$ cat config.mk
export PLATFORM = sky130hd
export DESIGN_NAME = lsl_device_flat
export DESIGN_NICKNAME = d
export VERILOG_FILES = /design/src/logic/lsl_pkg.sv /design/src/logic/lsl_if.sv /design/src/logic/lsl_sync.sv /design/src/logic/lsl_device.sv /design/src/flat_wrapper.sv
export SDC_FILE = /design/constraint.sdc
export NUM_CORES = 1
export LEC_CHECK = 0
export BUFFER_PORTS_ARGS = -buffer_cell sky130_fd_sc_hd__buf_2
export CORE_UTILIZATION = 55
export CTS_BUF_LIST = sky130_fd_sc_hd__clkbuf_8
export DETAILED_ROUTE_END_ITERATION = 8
export HOLD_SLACK_MARGIN = 0.1
export MAX_ROUTING_LAYER = met4
export PLACE_DENSITY = 0.83
export SETUP_SLACK_MARGIN = 0.15
export SYNTH_ARGS = -nofsm -noshare
export SYNTH_HDL_FRONTEND = slang
export SYNTH_SLANG_ARGS = --single-unit
$ cat constraint.sdc
create_clock -name clk -period 8.3 [get_ports clk]
set_clock_uncertainty 0.2 [all_clocks]
set_input_delay 1.245 -clock clk [delete_from_list [all_inputs] [get_ports clk]]
set_output_delay 1.245 -clock clk [all_outputs]
set_load 0.03 [all_outputs]
$ cat src/logic/lsl_pkg.sv
// ==========================================================
// shared constants of the led shift-latch link
package lsl_pkg;

  // word layout
  localparam int WORD_BITS = 16;
  localparam int MSB_POS = WORD_BITS - 1;
  localparam int CNT_W = 5;

  // synchroniser depth for everything arriving from the link
  localparam int SYNC_STAGES = 2;

  // reset values
  localparam logic [WORD_BITS-1:0] SHIFT_RESET = 16'h0000;
  localparam logic [WORD_BITS-1:0] LATCH_RESET = 16'h0000;
  localparam logic BLANK_RESET = 1'h1;

  // timing of the link as the host makes it
  localparam int CLK_PERIOD_NS = 10;
  localparam int LINK_HALF_NS = 40;
  localparam int LOAD_HIGH_NS = 40;
  localparam int LINK_HALF_CYC = (LINK_HALF_NS + CLK_PERIOD_NS - 1) / CLK_PERIOD_NS;
  localparam int LOAD_HIGH_CYC = (LOAD_HIGH_NS + CLK_PERIOD_NS - 1) / CLK_PERIOD_NS;

endpackage

$ cat src/logic/lsl_if.sv
`timescale 1ns/1ns
// ==========================================================
// four-wire link plus the cascade output
interface lsl_if;
  logic serial_clk;
  logic serial_in;
  logic serial_out;
  logic latch_load;
  logic output_blank_n;

  modport host (
    output serial_clk,
    output serial_in,
    output latch_load,
    output output_blank_n,
    input serial_out
  );

  modport device (
    input serial_clk,
    input serial_in,
    input latch_load,
    input output_blank_n,
    output serial_out
  );
endinterface

$ cat src/logic/lsl_sync.sv
`timescale 1ns/1ns
// ==========================================================
// two flip-flop synchroniser, one per bit
module lsl_sync #(
  parameter int WIDTH = 1
) (
  // clock and reset
  input wire logic clk,
  input wire logic rst,
  // asynchronous levels in, synchronised levels out
  input wire logic [WIDTH-1:0] d,
  output logic [WIDTH-1:0] q
);

  logic [WIDTH-1:0] meta_r;
  logic [WIDTH-1:0] sync_r;

  // the first stage feeds the second and nothing else
  always_ff @(posedge clk or posedge rst) begin
    if (rst) begin
      meta_r <= '0;
      sync_r <= '0;
    end else begin
      meta_r <= d;
      sync_r <= meta_r;
    end
  end

  assign q = sync_r;

endmodule

$ cat src/logic/lsl_device.sv
`timescale 1ns/1ns
// ==========================================================
// Overview of operation
// - each link clock rise shifts serial_in in
// - host sends msb first, D15 down to D0
// - one word is sixteen bits, sixteen rises
// - serial_out is last stage, sixteen rises later
// - latch follows shift register while latch_load high
// - latch_load fall freezes latch until high again
// - blank high floats all sinks, latch kept
// - blank low lets sinks follow latch bits
// - shifting and latching ignore the blank input
// - host holds serial_in stable around rises
// - chains pass serial_out on, sixteen per driver
module lsl_device #(
  parameter int WIDTH = lsl_pkg::WORD_BITS
) (
  // clock and reset
  input wire logic clk,
  input wire logic rst,
  // serial link
  lsl_if.device link,
  // open-drain led sink pins
  input wire logic [WIDTH-1:0] led_sink_in,
  output logic [WIDTH-1:0] led_sink_out,
  output logic [WIDTH-1:0] led_sink_oe,
  // status
  output logic [WIDTH-1:0] latch_value,
  output logic [WIDTH-1:0] led_sense,
  output logic [lsl_pkg::CNT_W-1:0] shift_count,
  output logic word_full,
  output logic outputs_blanked
);

  import lsl_pkg::*;

  // ========================================================
  // link synchronisers
  // all four link inputs go through the same depth, so data and
  // clock keep their relative timing after the crossing
  // limitation: a link phase shorter than two clock periods can be lost,
  // which caps the link clock at a quarter of clk
  // the synchronisers reset to zero, the idle level of clock and load
  logic [3:0] link_raw;
  logic [3:0] link_s;

  assign link_raw = {link.serial_clk, link.serial_in, link.latch_load, link.output_blank_n};

  lsl_sync #(
    .WIDTH(4)
  ) u_link_sync (
    .clk(clk),
    .rst(rst),
    .d(link_raw),
    .q(link_s)
  );

  wire sclk_s = link_s[3];
  wire din_s = link_s[2];
  wire load_s = link_s[1];
  wire blank_s = link_s[0];

  // pin levels read back, also crossed in two stages
  lsl_sync #(
    .WIDTH(WIDTH)
  ) u_sense_sync (
    .clk(clk),
    .rst(rst),
    .d(led_sink_in),
    .q(led_sense)
  );

  // ========================================================
  // link clock edge detection
  logic sclk_d_r;
  logic load_d_r;

  // the delayed copies reset to the idle levels of their pins, so the
  // release of reset never shows up as an edge
  function automatic logic went_high(input logic now_lvl, input logic was_lvl);
    went_high = now_lvl & ~was_lvl;
  endfunction

  wire sclk_rise = went_high(sclk_s, sclk_d_r);
  wire load_fall = went_high(~load_s, ~load_d_r);

  always_ff @(posedge clk or posedge rst) begin
    if (rst) begin
      sclk_d_r <= 1'h0;
      load_d_r <= 1'h0;
    end else begin
      sclk_d_r <= sclk_s;
      load_d_r <= load_s;
    end
  end

  // ========================================================
  // shift register
  logic [WIDTH-1:0] shift_r;
  logic [WIDTH-1:0] shift_nxt;

  // msb-first arrival means the first bit ends up in the top stage
  assign shift_nxt = sclk_rise ? {shift_r[WIDTH-2:0], din_s} : shift_r;

  always_ff @(posedge clk or posedge rst) begin
    if (rst) begin
      shift_r <= SHIFT_RESET;
    end else begin
      shift_r <= shift_nxt;
    end
  end

  // cascade output straight from the last flip-flop stage
  assign link.serial_out = shift_r[WIDTH-1];

  // ========================================================
  // output latch
  logic [WIDTH-1:0] latch_r;
  logic [WIDTH-1:0] latch_nxt;

  // transparent while high; on the fall the last followed value stays,
  // which is the shift register at the fall
  // the blank level plays no part, so pwm on it cannot disturb a load
  assign latch_nxt = load_s ? shift_nxt : latch_r;

  always_ff @(posedge clk or posedge rst) begin
    if (rst) begin
      latch_r <= LATCH_RESET;
    end else begin
      latch_r <= latch_nxt;
    end
  end

  assign latch_value = latch_r;

  // ========================================================
  // word progress
  // counts rises since the last load, saturating, so software can
  // see whether a whole word has gone past this stage
  logic [CNT_W-1:0] count_r;
  logic [CNT_W-1:0] count_nxt;

  // stops at one word: in a chain each stage sees more rises than that,
  // so the flag only tells that this stage holds a whole word
  localparam logic [CNT_W-1:0] COUNT_FULL = CNT_W'(WIDTH);
  localparam logic [CNT_W-1:0] COUNT_ONE = CNT_W'(1);

  wire count_clear = load_s | load_fall;
  wire count_sat = (count_r == COUNT_FULL);

  always_comb begin
    count_nxt = count_r;
    if (count_clear) begin
      count_nxt = '0;
    end else if (sclk_rise && !count_sat) begin
      count_nxt = count_r + COUNT_ONE;
    end
  end

  always_ff @(posedge clk or posedge rst) begin
    if (rst) begin
      count_r <= '0;
    end else begin
      count_r <= count_nxt;
    end
  end

  assign shift_count = count_r;

  // ========================================================
  // sink drivers
  // open drain: the pin is only ever pulled low; a zero latch bit or
  // the blank input release it, and the output enable is the control
  logic [WIDTH-1:0] sink_oe_r;
  logic [WIDTH-1:0] sink_oe_nxt;
  logic word_full_r;
  logic word_full_nxt;

  assign outputs_blanked = blank_s;
  // decoded from the next count so the flag lines up with shift_count
  assign word_full_nxt = (count_nxt == COUNT_FULL);

  // one sink per latch bit, bit n driving pin n
  genvar gi;
  generate
    for (gi = 0; gi < WIDTH; gi++) begin : g_sink
      assign led_sink_out[gi] = 1'b0;
      assign sink_oe_nxt[gi] = latch_r[gi] & ~blank_s;
    end
  endgenerate

  // registered, so a latch update and a blank change that land in
  // the same cycle reach the pins together, with no decode glitch
  always_ff @(posedge clk or posedge rst) begin
    if (rst) begin
      sink_oe_r <= '0;
      word_full_r <= 1'h0;
    end else begin
      sink_oe_r <= sink_oe_nxt;
      word_full_r <= word_full_nxt;
    end
  end

  assign led_sink_oe = sink_oe_r;
  assign word_full = word_full_r;

endmodule

$ cat src/flat_wrapper.sv
// flat-port wrapper written by rule: the top's interface ports become plain ports
module lsl_device_flat import lsl_pkg::*;
#(
  parameter int WIDTH = lsl_pkg::WORD_BITS
)
  (clk, rst, led_sink_in, led_sink_out, led_sink_oe, latch_value, led_sense, shift_count, word_full, outputs_blanked, link_serial_clk, link_serial_in, link_latch_load, link_output_blank_n, link_serial_out);
  lsl_if link_i ();
  input wire logic clk;
  input wire logic rst;
  input wire logic [WIDTH-1:0] led_sink_in;
  output logic [WIDTH-1:0] led_sink_out;
  output logic [WIDTH-1:0] led_sink_oe;
  output logic [WIDTH-1:0] latch_value;
  output logic [WIDTH-1:0] led_sense;
  output logic [lsl_pkg::CNT_W-1:0] shift_count;
  output logic word_full;
  output logic outputs_blanked;
  input wire logic [$bits(link_i.serial_clk)-1:0] link_serial_clk;
  input wire logic [$bits(link_i.serial_in)-1:0] link_serial_in;
  input wire logic [$bits(link_i.latch_load)-1:0] link_latch_load;
  input wire logic [$bits(link_i.output_blank_n)-1:0] link_output_blank_n;
  output wire logic [$bits(link_i.serial_out)-1:0] link_serial_out;
  assign link_i.serial_clk = link_serial_clk;
  assign link_i.serial_in = link_serial_in;
  assign link_i.latch_load = link_latch_load;
  assign link_i.output_blank_n = link_output_blank_n;
  assign link_serial_out = link_i.serial_out;
  lsl_device #(.WIDTH(WIDTH)) u_core (.clk(clk), .rst(rst), .link(link_i), .led_sink_in(led_sink_in), .led_sink_out(led_sink_out), .led_sink_oe(led_sink_oe), .latch_value(latch_value), .led_sense(led_sense), .shift_count(shift_count), .word_full(word_full), .outputs_blanked(outputs_blanked));
endmodule
### Yosys cells after proc, flatten, opt, wreduce, memory -nomap -nowiden

Index checks and enable logic that the tools add are counted.

| word-level totals | value |
|---|---|
| memories | 0 |
| memory bits (writable) | 0 |
| input port bits | 22 |
| flip-flop bits (word level) | 96 |
| bits in latches | 0 |
| bits in read-only memories | 0 |
| word-level logic and storage cells | 41 |

| cells by class | value |
|---|---|
| $add $sub $neg | 1 |
| $lt $le $gt $ge | 0 |
| bitwise gates (word level) | 22 |
| div/mod/pow operators | 0 |
| eq/ne operators | 2 |
| mux-type cells | 3 |
| multipliers | 0 |
| reductions and logical operators | 2 |
| shift operators | 0 |

Operators with widths:

| operator | count |
|---|---|
| AND 1 bit | 18 |
| two-way mux 16 bit | 1 |
| == test 5 bit (second input constant) | 2 |
| two-way mux 5 bit | 2 |
| adder 5 x 1 -> 5 bit (second input constant) | 1 |
| inverter 1 bit | 3 |
| logical AND 1 bit | 1 |
| logical NOT 1 bit | 1 |
| bitwise OR 1 bit | 1 |

### Logic depth before layout (Yosys ltp)

Gate-level depths: netlist (run 1).

| logic depth | value |
|---|---|
| word-level depth | 6 |
| depth in mapped cells | 6 |
| mapped depth without buffers | 6 |

### By module

From an unflattened synthesis (run 1), not the netlist that was laid out.

| unflattened totals | value |
|---|---|
| cells, all modules | 201 |
| area, all modules | 3251.9 µm² |

Modules (own cells, without submodules):

| module | times used | sequential area each (µm²) | cells each | area each (µm²) |
|---|---|---|---|---|
| lsl_device | 1 | 1401.3 | 159 | 2243.4 |
| lsl_sync at u_core.u_sense_sync | 1 | 800.8 | 33 | 804.5 |
| lsl_sync at u_core.u_link_sync | 1 | 200.2 | 9 | 203.9 |

### Least setup slack after synthesis (run 1)

No wires, ideal clock.

| path | value |
|---|---|
| path type | register to output |
| start | reg u_core.u_link_sync.sync_r[0], in the netlist u_core.u_link_sync.q[0] |
| end | out outputs_blanked |
| setup slack | 6287 ps |
| cell stages (with the launch flop) | 1 |
| data arrival time | 568 ps |
| buffers on the path | 0 |
| cells stage by stage | dfrtp_1 |

RTL lines:

| what | RTL line | text |
|---|---|---|
| start, declared | lsl_sync.sv:16 | `logic [WIDTH-1:0] sync_r;` |
| start signal, assigned | lsl_sync.sv:25 | `sync_r <= meta_r;` |
| end, declared | flat_wrapper.sv:17 | `output logic outputs_blanked;` |

No word-level cell between the ends.

### Final worst setup path (run 1)

| path | value |
|---|---|
| start | reg u_core.u_link_sync.sync_r[0], in the netlist u_core.u_link_sync.q[0] |
| end | out outputs_blanked |

No word-level cell between the ends.

==> results of run 1 <==
[flip-flops by register name, summed over array words and instances (netlist names), 4 cells and up]
register	count
u_core.latch_value	16
u_core.led_sink_oe	16
u_core.shift_count	5
u_core.shift_r	16
u_core.u_link_sync.meta_r	4
u_core.u_link_sync.q	4
u_core.u_sense_sync.meta_r	16
u_core.u_sense_sync.q	16
[cell families (layout without fill, tap and decap cells)]
kind of cell / count (synthesis) / after routing / share of synthesized area
buffers and inverters: 25 / 97 / 0.0543
AO/OA/AOI/OAI: 5 / 5 / 0.0102
flip-flops: 96 / 96 / 0.724
XOR/XNOR: 2 / 2 / 0.00528
other: 1 / 16 / 0.00113
adder cells (fa/ha/maj): 2 / 2 / 0.00754
AND/OR/NAND/NOR: 33 / 33 / 0.0592
multiplexers: 35 / 35 / 0.138
[through the flow]
step / setup WS, ns / instance area (um2) / util / std cells
3_5_place_dp: 5.79 / 3690 / 0.650 / 342
6_report: 5.49 / 3870 / 0.682 / 358
3_3_place_gp: 5.83 / 3690 / 0.650 / 342
5_1_grt: 5.40 / 3870 / 0.682 / 358
2_1_floorplan: 4.35 / 3370 / - / 214
4_1_cts: 5.44 / 3870 / 0.682 / 358
[synth_stat cells (all sizes together)]
cell type   n  share of area
nand3       1         0.0015
o21a        1         0.0023
nand4       1         0.0019
buf        20          0.049
dfrtp      96           0.72
nand2       1         0.0011
or3         1         0.0019
and3        1         0.0019
clkbuf      1         0.0011
or2         1         0.0019
o21ai       1         0.0015
inv         4         0.0045
conb        1         0.0011
nand4b      1         0.0026
mux2       33           0.13
nand3b      1         0.0023
o2111a      1         0.0034
nor2        7         0.0079
xnor2       2         0.0053
mux2i       2         0.0060
nor2b      18          0.036
a21oi       2         0.0030
ha          2         0.0075
[worst min path at each step]
stage                                                to  slack (ns)  cells after the start
finish               u_core.u_sense_sync.q[3]$_DFF_PP0_        0.14                      0
global route         u_core.u_sense_sync.q[3]$_DFF_PP0_        0.15                      0
CTS                  u_core.u_sense_sync.q[3]$_DFF_PP0_        0.15                      0
detailed placement   u_core.u_sense_sync.q[6]$_DFF_PP0_        0.13                      0
global placement    u_core.u_sense_sync.q[11]$_DFF_PP0_        0.13                      0
floorplan             u_core.u_link_sync.q[0]$_DFF_PP0_        0.13                      0
[metal layers]
metal / vias to the layer above / GRT usage / wire [um]
met1: 865 / 0.228 / 2170
met2: 55 / 0.285 / 2700
met4: 0 / 0.0655 / 57
met5: - / - / 0
met3: 6 / 0.0411 / 224
li1: 784 / - / -
[placed cells by master, fill, tap and decap left out, types with 2 or more instances in the layout]
cell type / n
mux2i_1: 2
clkbuf_8: 11
inv_1: 3
a21oi_1: 2
nor2b_1: 17
buf_2: 77
mux2_2: 15
nor2_1: 7
dfrtp_1: 96
clkinv_2: 3
xnor2_1: 2
ha_1: 2
mux2_4: 18
conb_1: 16
[cell type report]
class	instances	area share
clock inverter	5	0.00808
clock buffer	11	0.0391
timing repair buffer	77	0.0996
multi-input combinational	93	0.205
sequential	96	0.621
inverter	4	0.00453
tap	72	0.0233
[power by group through the flow]
stage,clock network (mW),registers [mW],logic (mW)
after global placement,0,0.617,0.318
after detailed placement,0,0.620,0.324
after global routing,0.302,0.622,0.340
after CTS,0.279,0.612,0.325
after floorplan,0,0.723,0.136
final,0.272,0.611,0.321
==> metrics.yaml, run 1 <==
setup_path:
  reg2reg_slack_ns: 6.22
  critPathBufInv: 1
  cp_slowest_cell: "dfrtp_1"
  crit_family: "flip-flops"
  slowest_delay_ns: 0.72
  reg2reg_from: "u_core.u_link_sync.q[3]$_DFF_PP0_"
  cp.depth: 1
  cp-startpoint: "u_core.u_link_sync.q[0]$_DFF_PP0_"
  worstPathRequired_ns: 6.86
  start_kind: "flip-flop"
  cp_max_fo: 17
  crit_arrival_ns: 1.36
  cp-end-kind: "output port"
  worstRegToRegCells: 4
  r2r_end: "u_core.word_full$_DFF_PP0_"
  criticalPathCategory: "flip-flop to output port"
  path_cells: "buf_2"
  crit_path_end: "outputs_blanked"
power_and_ir_drop:
  p_sw_frac: 0.323
  peakVddDrop_v: 0.000153
  p_leak_nw: 1.99
  p_int_uw: 815
  p_sw_uw: 389
  total_power_mw: 1.20
  seq_power_share: 0.507
  powerDensity_nw_per_um2: 311
  combPwrFrac: 0.267
  clockPowerShare: 0.226
timing:
  fmax_mhz: 356
  finalWorstPathRequiredPeriod_ns: 2.81
  hold_viol: 0
  relSlewSlack: 0.271
  finalSetupTns_ns: 0
  setup_viol: 0
  timing.final.crit_share: 0.338
  rsz0062_at_grt: "no"
  slew_viol_final: 0
  tightestPinTransition_ns: 1.09
  whs_ns: 0.141
clock_network:
  postCtsHoldBufs: 0
  postCtsSetupRepairBufs: 0
  clk_latency_ns: 0.34
  root_buffer: "clkbuf_8"
  numCtsBuffers: 9
  cts_max_level: 3
  postCtsResizedCells: 0
  clk_path_buf_depth: 2
  cts.sink_count: 96
  clkTransAtPathRegs_ns: 0.09
  cts_tree: "yes"
placed_design:
  gp_congestion: 0.783
  post-dp-hpwl_um: 3470
  port_buffers: 77
worst_hold_path:
  hold_path_class: "flip-flop to flip-flop"
  min-delay-start: "u_core.u_sense_sync.meta_r[3]$_DFF_PP0_"
yosys:
  netlist_instances: 199
  synth.avg_cell_area_um2: 16.7
  synth-seq-area-share: 0.724
  synth.distinct_cells: 28
  yosys_register_bits: 96
  syn-cell-area_um2: 3320
  ys_warn_count: 0
route:
  drtAntennaViolNets: 0
  drc: 0
  route.detailed.wl_per_inst_um: 14.4
  drtIter0Drc: 125
  vias_per_cell: 4.78
  first_pass_iters: 4
  drt-total-wl_um: 5140
  num_vias: 1710
global_routing:
  grt_max_degree: 97
  grt_pass1_vias: 1618
  antenna_found_initial: 0
  track_usage: 0.180
  grt_pass1_wl_um: 8050
  grt_overflow: 0
finish:
  fillers: 414
  multi_input_area_um2: 792
  final_net_count: 305
  area_growth_pct: 16.6
  n_antenna_cell: 0
  layout-drive-gt1-share: 0.451
  regArea_um2: 2400
die:
  dieHeight_um: 79.7
  ios: 94
  core-area_um2: 5680
  start_util: 0.585
  fp.dieW_um: 79.7
  die_area_um2: 6350
  rows: 27
flow_run:
  cap_violations: 0
outcome:
  status: "finished, final reports clean"
Note: power is estimated with default switching activity, not from simulation.
==> inputs of run 2 (changes only) <==
--- a/config.mk
+++ b/config.mk
@@ -6,12 +6,12 @@
 export NUM_CORES = 1
 export LEC_CHECK = 0
 export BUFFER_PORTS_ARGS = -buffer_cell sky130_fd_sc_hd__buf_2
-export CORE_UTILIZATION = 55
+export CORE_UTILIZATION = 48
 export CTS_BUF_LIST = sky130_fd_sc_hd__clkbuf_8
 export DETAILED_ROUTE_END_ITERATION = 8
 export HOLD_SLACK_MARGIN = 0.1
 export MAX_ROUTING_LAYER = met4
-export PLACE_DENSITY = 0.83
+export PLACE_DENSITY = 0.76
 export SETUP_SLACK_MARGIN = 0.15
 export SYNTH_ARGS = -nofsm -noshare
 export SYNTH_HDL_FRONTEND = slang
==> constraint.sdc (replaced) <==
create_clock -name clk -period 2.5 [get_ports clk]
set_clock_uncertainty 0.2 [all_clocks]
set_input_delay 0.375 -clock clk [delete_from_list [all_inputs] [get_ports clk]]
set_output_delay 0.375 -clock clk [all_outputs]
set_load 0.03 [all_outputs]
==> run 2 against run 1 <==
Net effect: non-clock buffer count up 25; critical path type is now flip-flop to flip-flop; clock-buffer cell count fell by 2; sequential power increased to 3.3 times the previous value; cell area grew 8.6%; highest routed layer unchanged; routed wire length grew 5.3%; register-to-register slack lost 5.7 ns; global-route usage down 0.93 points; sequential share of layout area decreased by 4.9 points; clock power rose to 4.3 times the previous value; cell count is 8.4% higher; total power rose to 3.6 times the previous value.
==> metrics.yaml, run 2 (synthesis gave the netlist of run 1 again) <==
finish:
  final_cell_mix: "dfrtp_1, buf_2, dlygate4sd3_1"
  n_antenna_cell: 0
  layout_commonest_cell: "dfrtp_1"
  area_growth_pct: 26.7
  post-route-cell-area_um2: 4200
  layout-drive-gt1-share: 0.424
  utilization: 0.647
  final_net_count: 330
  finalNonFillerCells: 388
timing:
  setup_viol: 0
  relSlewSlack: 0.561
  finalSetupTns_ns: 0
  timing.final.crit_share: 0.792
  whs_ns: 0.143
  tightestPinTransition_ns: 0.657
  slew_viol_final: 0
  setup_ws_ns: 0.520
  hold_viol: 0
  finalWorstPathRequiredPeriod_ns: 1.98
  rsz0062_at_grt: "no"
  fmax_mhz: 505
power_and_ir_drop:
  peakVddDrop_v: 0.000529
  powerDensity_nw_per_um2: 1030
  total_power_mw: 4.31
  p_leak_nw: 2.13
route:
  drtAntennaViolNets: 0
  drtIter0Drc: 65
  num_vias: 1788
  route.detailed.wl_per_inst_um: 14.0
  vias_per_cell: 4.61
  first_pass_iters: 4
  drc: 0
  drt-total-wl_um: 5420
placed_design:
  dp_slack_ns: 0.516
  gp_congestion: 0.785
  port_buffers: 77
  place_area_um2: 3750
  post-dp-hpwl_um: 3490
  place_inst: 351
flow_run:
  cap_violations: 0
worst_hold_path:
  hold_path_class: "flip-flop to flip-flop"
  min-delay-start: "u_core.u_sense_sync.meta_r[11]$_DFF_PP0_"
clock_network:
  numCtsBuffers: 9
  clkTransAtPathRegs_ns: 0.09
  cts_tree: "yes"
  clk_path_buf_depth: 2
  cts.sink_count: 96
  clk_latency_ns: 0.35
  cts_max_level: 3
  root_buffer: "clkbuf_8"
setup_path:
  start_kind: "flip-flop"
  path_cells: "nor2b_4, o21a_1, mux2_2, o2111a_1"
  cp_slowest_cell: "nor2b_4"
  slowest_delay_ns: 0.54
  cp_max_fo: 19
  crit_arrival_ns: 2.02
  cp-end-kind: "flip-flop"
  reg2reg_from: "u_core.u_link_sync.q[3]$_DFF_PP0_"
  cp-startpoint: "u_core.u_link_sync.q[3]$_DFF_PP0_"
  criticalPathCategory: "flip-flop to flip-flop"
  worstPathRequired_ns: 2.54
global_routing:
  track_usage: 0.170
  grt_pass1_wl_um: 8940
  grt_overflow: 0
  grt_pass1_vias: 1794
  antenna_found_initial: 0
  grt_max_degree: 38
die:
  core-area_um2: 6490
  rows: 29
  fp.dieW_um: 85.1
  ios: 94
  die_area_um2: 7250
  dieHeight_um: 85.1
  start_util: 0.511
outcome:
  status: "finished, final reports clean"
-- run 2: cell count changes in the layout (fill, tap and decap cells not counted), sizes merged --
cell and delta:
inv +1, buf +4, clkinvlp +1, dlygate4sd3 +21
bufinv +3, clkinv -3, clkbuf -2
-- run 2: what timing repair did --
item                      4_1_cts  5_1_grt
resized for setup               0        0
buffers inserted                0        0
hold endpoints to repair       47        0
hold buffers                   21        0
-- run 2: cell type report --
cell class / count / area [um2]
sequential: 96 / 2400
timing repair buffer: 102 / 651
inverter: 4 / 18.8
fill: 462 / 2290
clock buffer: 9 / 124
tap: 77 / 96.3
multi-input combinational: 93 / 792
clock inverter: 7 / 119
-- run 2: path summary, 6_finish.rpt --
kind | end | slack, ns | cells past startpoint
setup / recovery | u_core.word_full$_DFF_PP0_ | 0.52 | 4
max in group asynchronous | u_core.shift_r[5]$_DFF_PP0_ | 1.06 | 4
min in group asynchronous | u_core.u_link_sync.q[3]$_DFF_PP0_ | 0.47 | 3
setup reg to reg | u_core.word_full$_DFF_PP0_ | 0.52 | 4
hold / removal | u_core.u_sense_sync.q[11]$_DFF_PP0_ | 0.14 | 0
hold reg to reg | u_core.u_sense_sync.q[11]$_DFF_PP0_ | 0.14 | 0
-- run 2: critical path: cells and delay by family (launching register included) --
family / cells / cell delay (ns)
simple gates: 1 / 0.54
compound gates: 2 / 0.40
flops: 1 / 0.38
mux: 1 / 0.35
-- run 2: where the power goes --
group,internal [mW],switching [mW]
Sequential,1.86,0.173
Clock,0.666,0.508
Combinational,0.463,0.644
Total,2.99,1.33
-- run 2: metal layers --
metal | routed length [um] | vias up | global-route usage
met4 | 133 | 0 | 0.0986
met2 | 2740 | 57 | 0.261
met5 | 0 | - | -
met3 | 207 | 12 | 0.0321
li1 | - | 828 | -
met1 | 2340 | 891 | 0.214
==> inputs of run 3 (changes only) <==
==> constraint.sdc (replaced) <==
create_clock -name clk -period 1.66 [get_ports clk]
set_clock_uncertainty 0.2 [all_clocks]
set_input_delay 0.249 -clock clk [delete_from_list [all_inputs] [get_ports clk]]
set_output_delay 0.249 -clock clk [all_outputs]
set_load 0.03 [all_outputs]
==> run 3 against run 2 <==
Net effect: the flow now finishes with violations (setup timing); total power is 52% higher; first-iteration DRC count is 15% lower; cell count is 6.2% higher; die area stayed put; cell area is 8.0% higher; critical path depth is 1 higher; worst setup slack worse by 0.58 ns; clock power is 32% higher; via count is 6.4% higher; combinational power is 77% higher; critical path type unchanged; largest cell class unchanged.
==> metrics.yaml, run 3 (synthesis gave the netlist of run 1 again) <==
outcome:
  status: "complete, but fails checks"
  violations: "setup timing"
power_and_ir_drop:
  p_sw_mw: 2.07
  total_power_mw: 6.57
  seq_power_share: 0.466
  p_sw_frac: 0.314
  peakVddDrop_v: 0.000580
  powerDensity_nw_per_um2: 1450
  combPwrFrac: 0.299
  clockPowerShare: 0.235
  p_leak_nw: 2.32
  p_int_mw: 4.51
clock_network:
  cts_max_level: 3
  clkTransAtPathRegs_ns: 0.09
  numCtsBuffers: 9
  root_buffer: "clkbuf_8"
  clk_path_buf_depth: 2
  clk_latency_ns: 0.35
  cts.sink_count: 96
  cts_tree: "yes"
finish:
  fillers: 408
  layout-drive-gt1-share: 0.501
  multi_input_area_um2: 891
  final_net_count: 354
  regArea_um2: 2410
  layout_commonest_cell: "dfrtp_1"
  area_growth_pct: 36.8
  final_cell_mix: "dfrtp_1, buf_2, mux2_4"
  n_antenna_cell: 0
setup_path:
  cp-end-kind: "flip-flop"
  criticalPathCategory: "flip-flop to flip-flop"
  crit_arrival_ns: 1.76
  worstPathRequired_ns: 1.70
  reg2reg_slack_ns: -0.06
  start_kind: "flip-flop"
  r2r_end: "u_core.latch_value[6]$_DFFE_PP0P_"
  cp-startpoint: "u_core.sclk_d_r$_DFF_PP0_"
  worstRegToRegCells: 5
  cp_max_fo: 6
  reg2reg_from: "u_core.sclk_d_r$_DFF_PP0_"
die:
  start_util: 0.511
  rows: 29
  fp.dieW_um: 85.1
  die_area_um2: 7250
  ios: 94
  dieHeight_um: 85.1
  core-area_um2: 6490
timing:
  slew_viol_final: 0
  timing.final.crit_share: 1.03
  rsz0062_at_grt: "yes"
  setup_viol: 13
  relSlewSlack: 0.666
  hold_viol: 0
  finalWorstPathRequiredPeriod_ns: 1.72
  tightestPinTransition_ns: 0.500
  setup_ws_ns: -0.0576
  fmax_mhz: 582
global_routing:
  grt_max_degree: 36
  track_usage: 0.184
  grt_overflow: 0
  grt_pass1_wl_um: 9580
  grt_pass1_vias: 1923
  antenna_found_initial: 0
placed_design:
  dp_slack_ns: -0.0578
  gp_congestion: 0.848
  port_buffers: 77
  post-dp-hpwl_um: 3640
worst_hold_path:
  hold-path-cell-count: 0
  hold_path_end: "u_core.u_link_sync.q[1]$_DFF_PP0_"
  hold_path_class: "flip-flop to flip-flop"
  min-delay-start: "u_core.u_link_sync.meta_r[1]$_DFF_PP0_"
route:
  drc: 0
  num_vias: 1903
  drtAntennaViolNets: 0
  drtIter0Drc: 55
  drt-total-wl_um: 5890
  vias_per_cell: 4.62
  first_pass_iters: 4
  route.detailed.wl_per_inst_um: 14.3
flow_run:
  cap_violations: 0
## run 3: power by group through the flow
| stage | Sequential [mW] | Combinational, mW | Clock (mW) |
|---|---|---|---|
| 2_1_floorplan | 3.62 | 0.749 | 0 |
| 3_3_place_gp | 3.08 | 1.70 | 0 |
| 4_1_cts | 3.06 | 1.88 | 1.57 |
| 6_report | 3.06 | 1.96 | 1.55 |
| 3_5_place_dp | 3.10 | 1.73 | 0 |
| 5_1_grt | 3.11 | 2.07 | 1.69 |
## run 3: worst max path at each step
stage | endpoint | slack (ns) | depth (start not counted)
2_1_floorplan | u_core.word_full$_DFF_PP0_ | -0.06 | 6
6_report | u_core.latch_value[6]$_DFFE_PP0P_ | -0.06 | 5
3_3_place_gp | u_core.latch_value[5]$_DFFE_PP0P_ | 0.05 | 4
4_1_cts | u_core.latch_value[1]$_DFFE_PP0P_ | -0.05 | 5
5_1_grt | u_core.latch_value[1]$_DFFE_PP0P_ | -0.09 | 5
3_5_place_dp | u_core.word_full$_DFF_PP0_ | -0.06 | 5
## run 3: cell type report
type,count,area share
sequential,96,0.530
timing repair buffer,126,0.203
multi-input combinational,93,0.196
clock buffer,11,0.0333
tap,77,0.0212
clock inverter,5,0.0121
inverter,4,0.00413
## run 3: per-stage QoR
| step | area [um2] | hold WS [ns] | setup TNS (ns) | util | std cells |
|---|---|---|---|---|---|
| finish | 4540 | 0.147 | -0.579 | 0.699 | 412 |
| detailed placement | 3900 | 0.111 | -0.0578 | 0.601 | 360 |
| CTS | 4490 | 0.155 | -0.534 | 0.691 | 408 |
| floorplan | 3440 | 0.0804 | -0.106 | - | 214 |
| global route | 4540 | 0.158 | -1.05 | 0.699 | 412 |
| global placement | 3900 | 0.106 | 0 | 0.601 | 360 |
## run 3: critical path, cell delays in order (launching register included)
cell and delay [ns]:
dfrtp_1 0.42, nor2b_4 0.18, buf_6 0.13, buf_16 0.11, mux2_4 0.31, mux2_4 0.26
## run 3: repair_timing
action | 4_1_cts | 5_1_grt
hold buffers | 21 | 0
buffers inserted | 10 | 4
setup endpoints to repair | 24 | 27
hold endpoints to repair | 105 | 0
cloned | 1 | 0
gates resized for setup | 18 | 6
pin swaps | 4 | 2
## run 3: per-layer routing
metal / global-route usage / share of wire / up-vias
met5: - / 0 / -
met4: 0.0894 / 0.017 / 0
met3: 0.0389 / 0.040 / 9
met2: 0.301 / 0.53 / 67
met1: 0.218 / 0.41 / 953
li1: - / - / 874
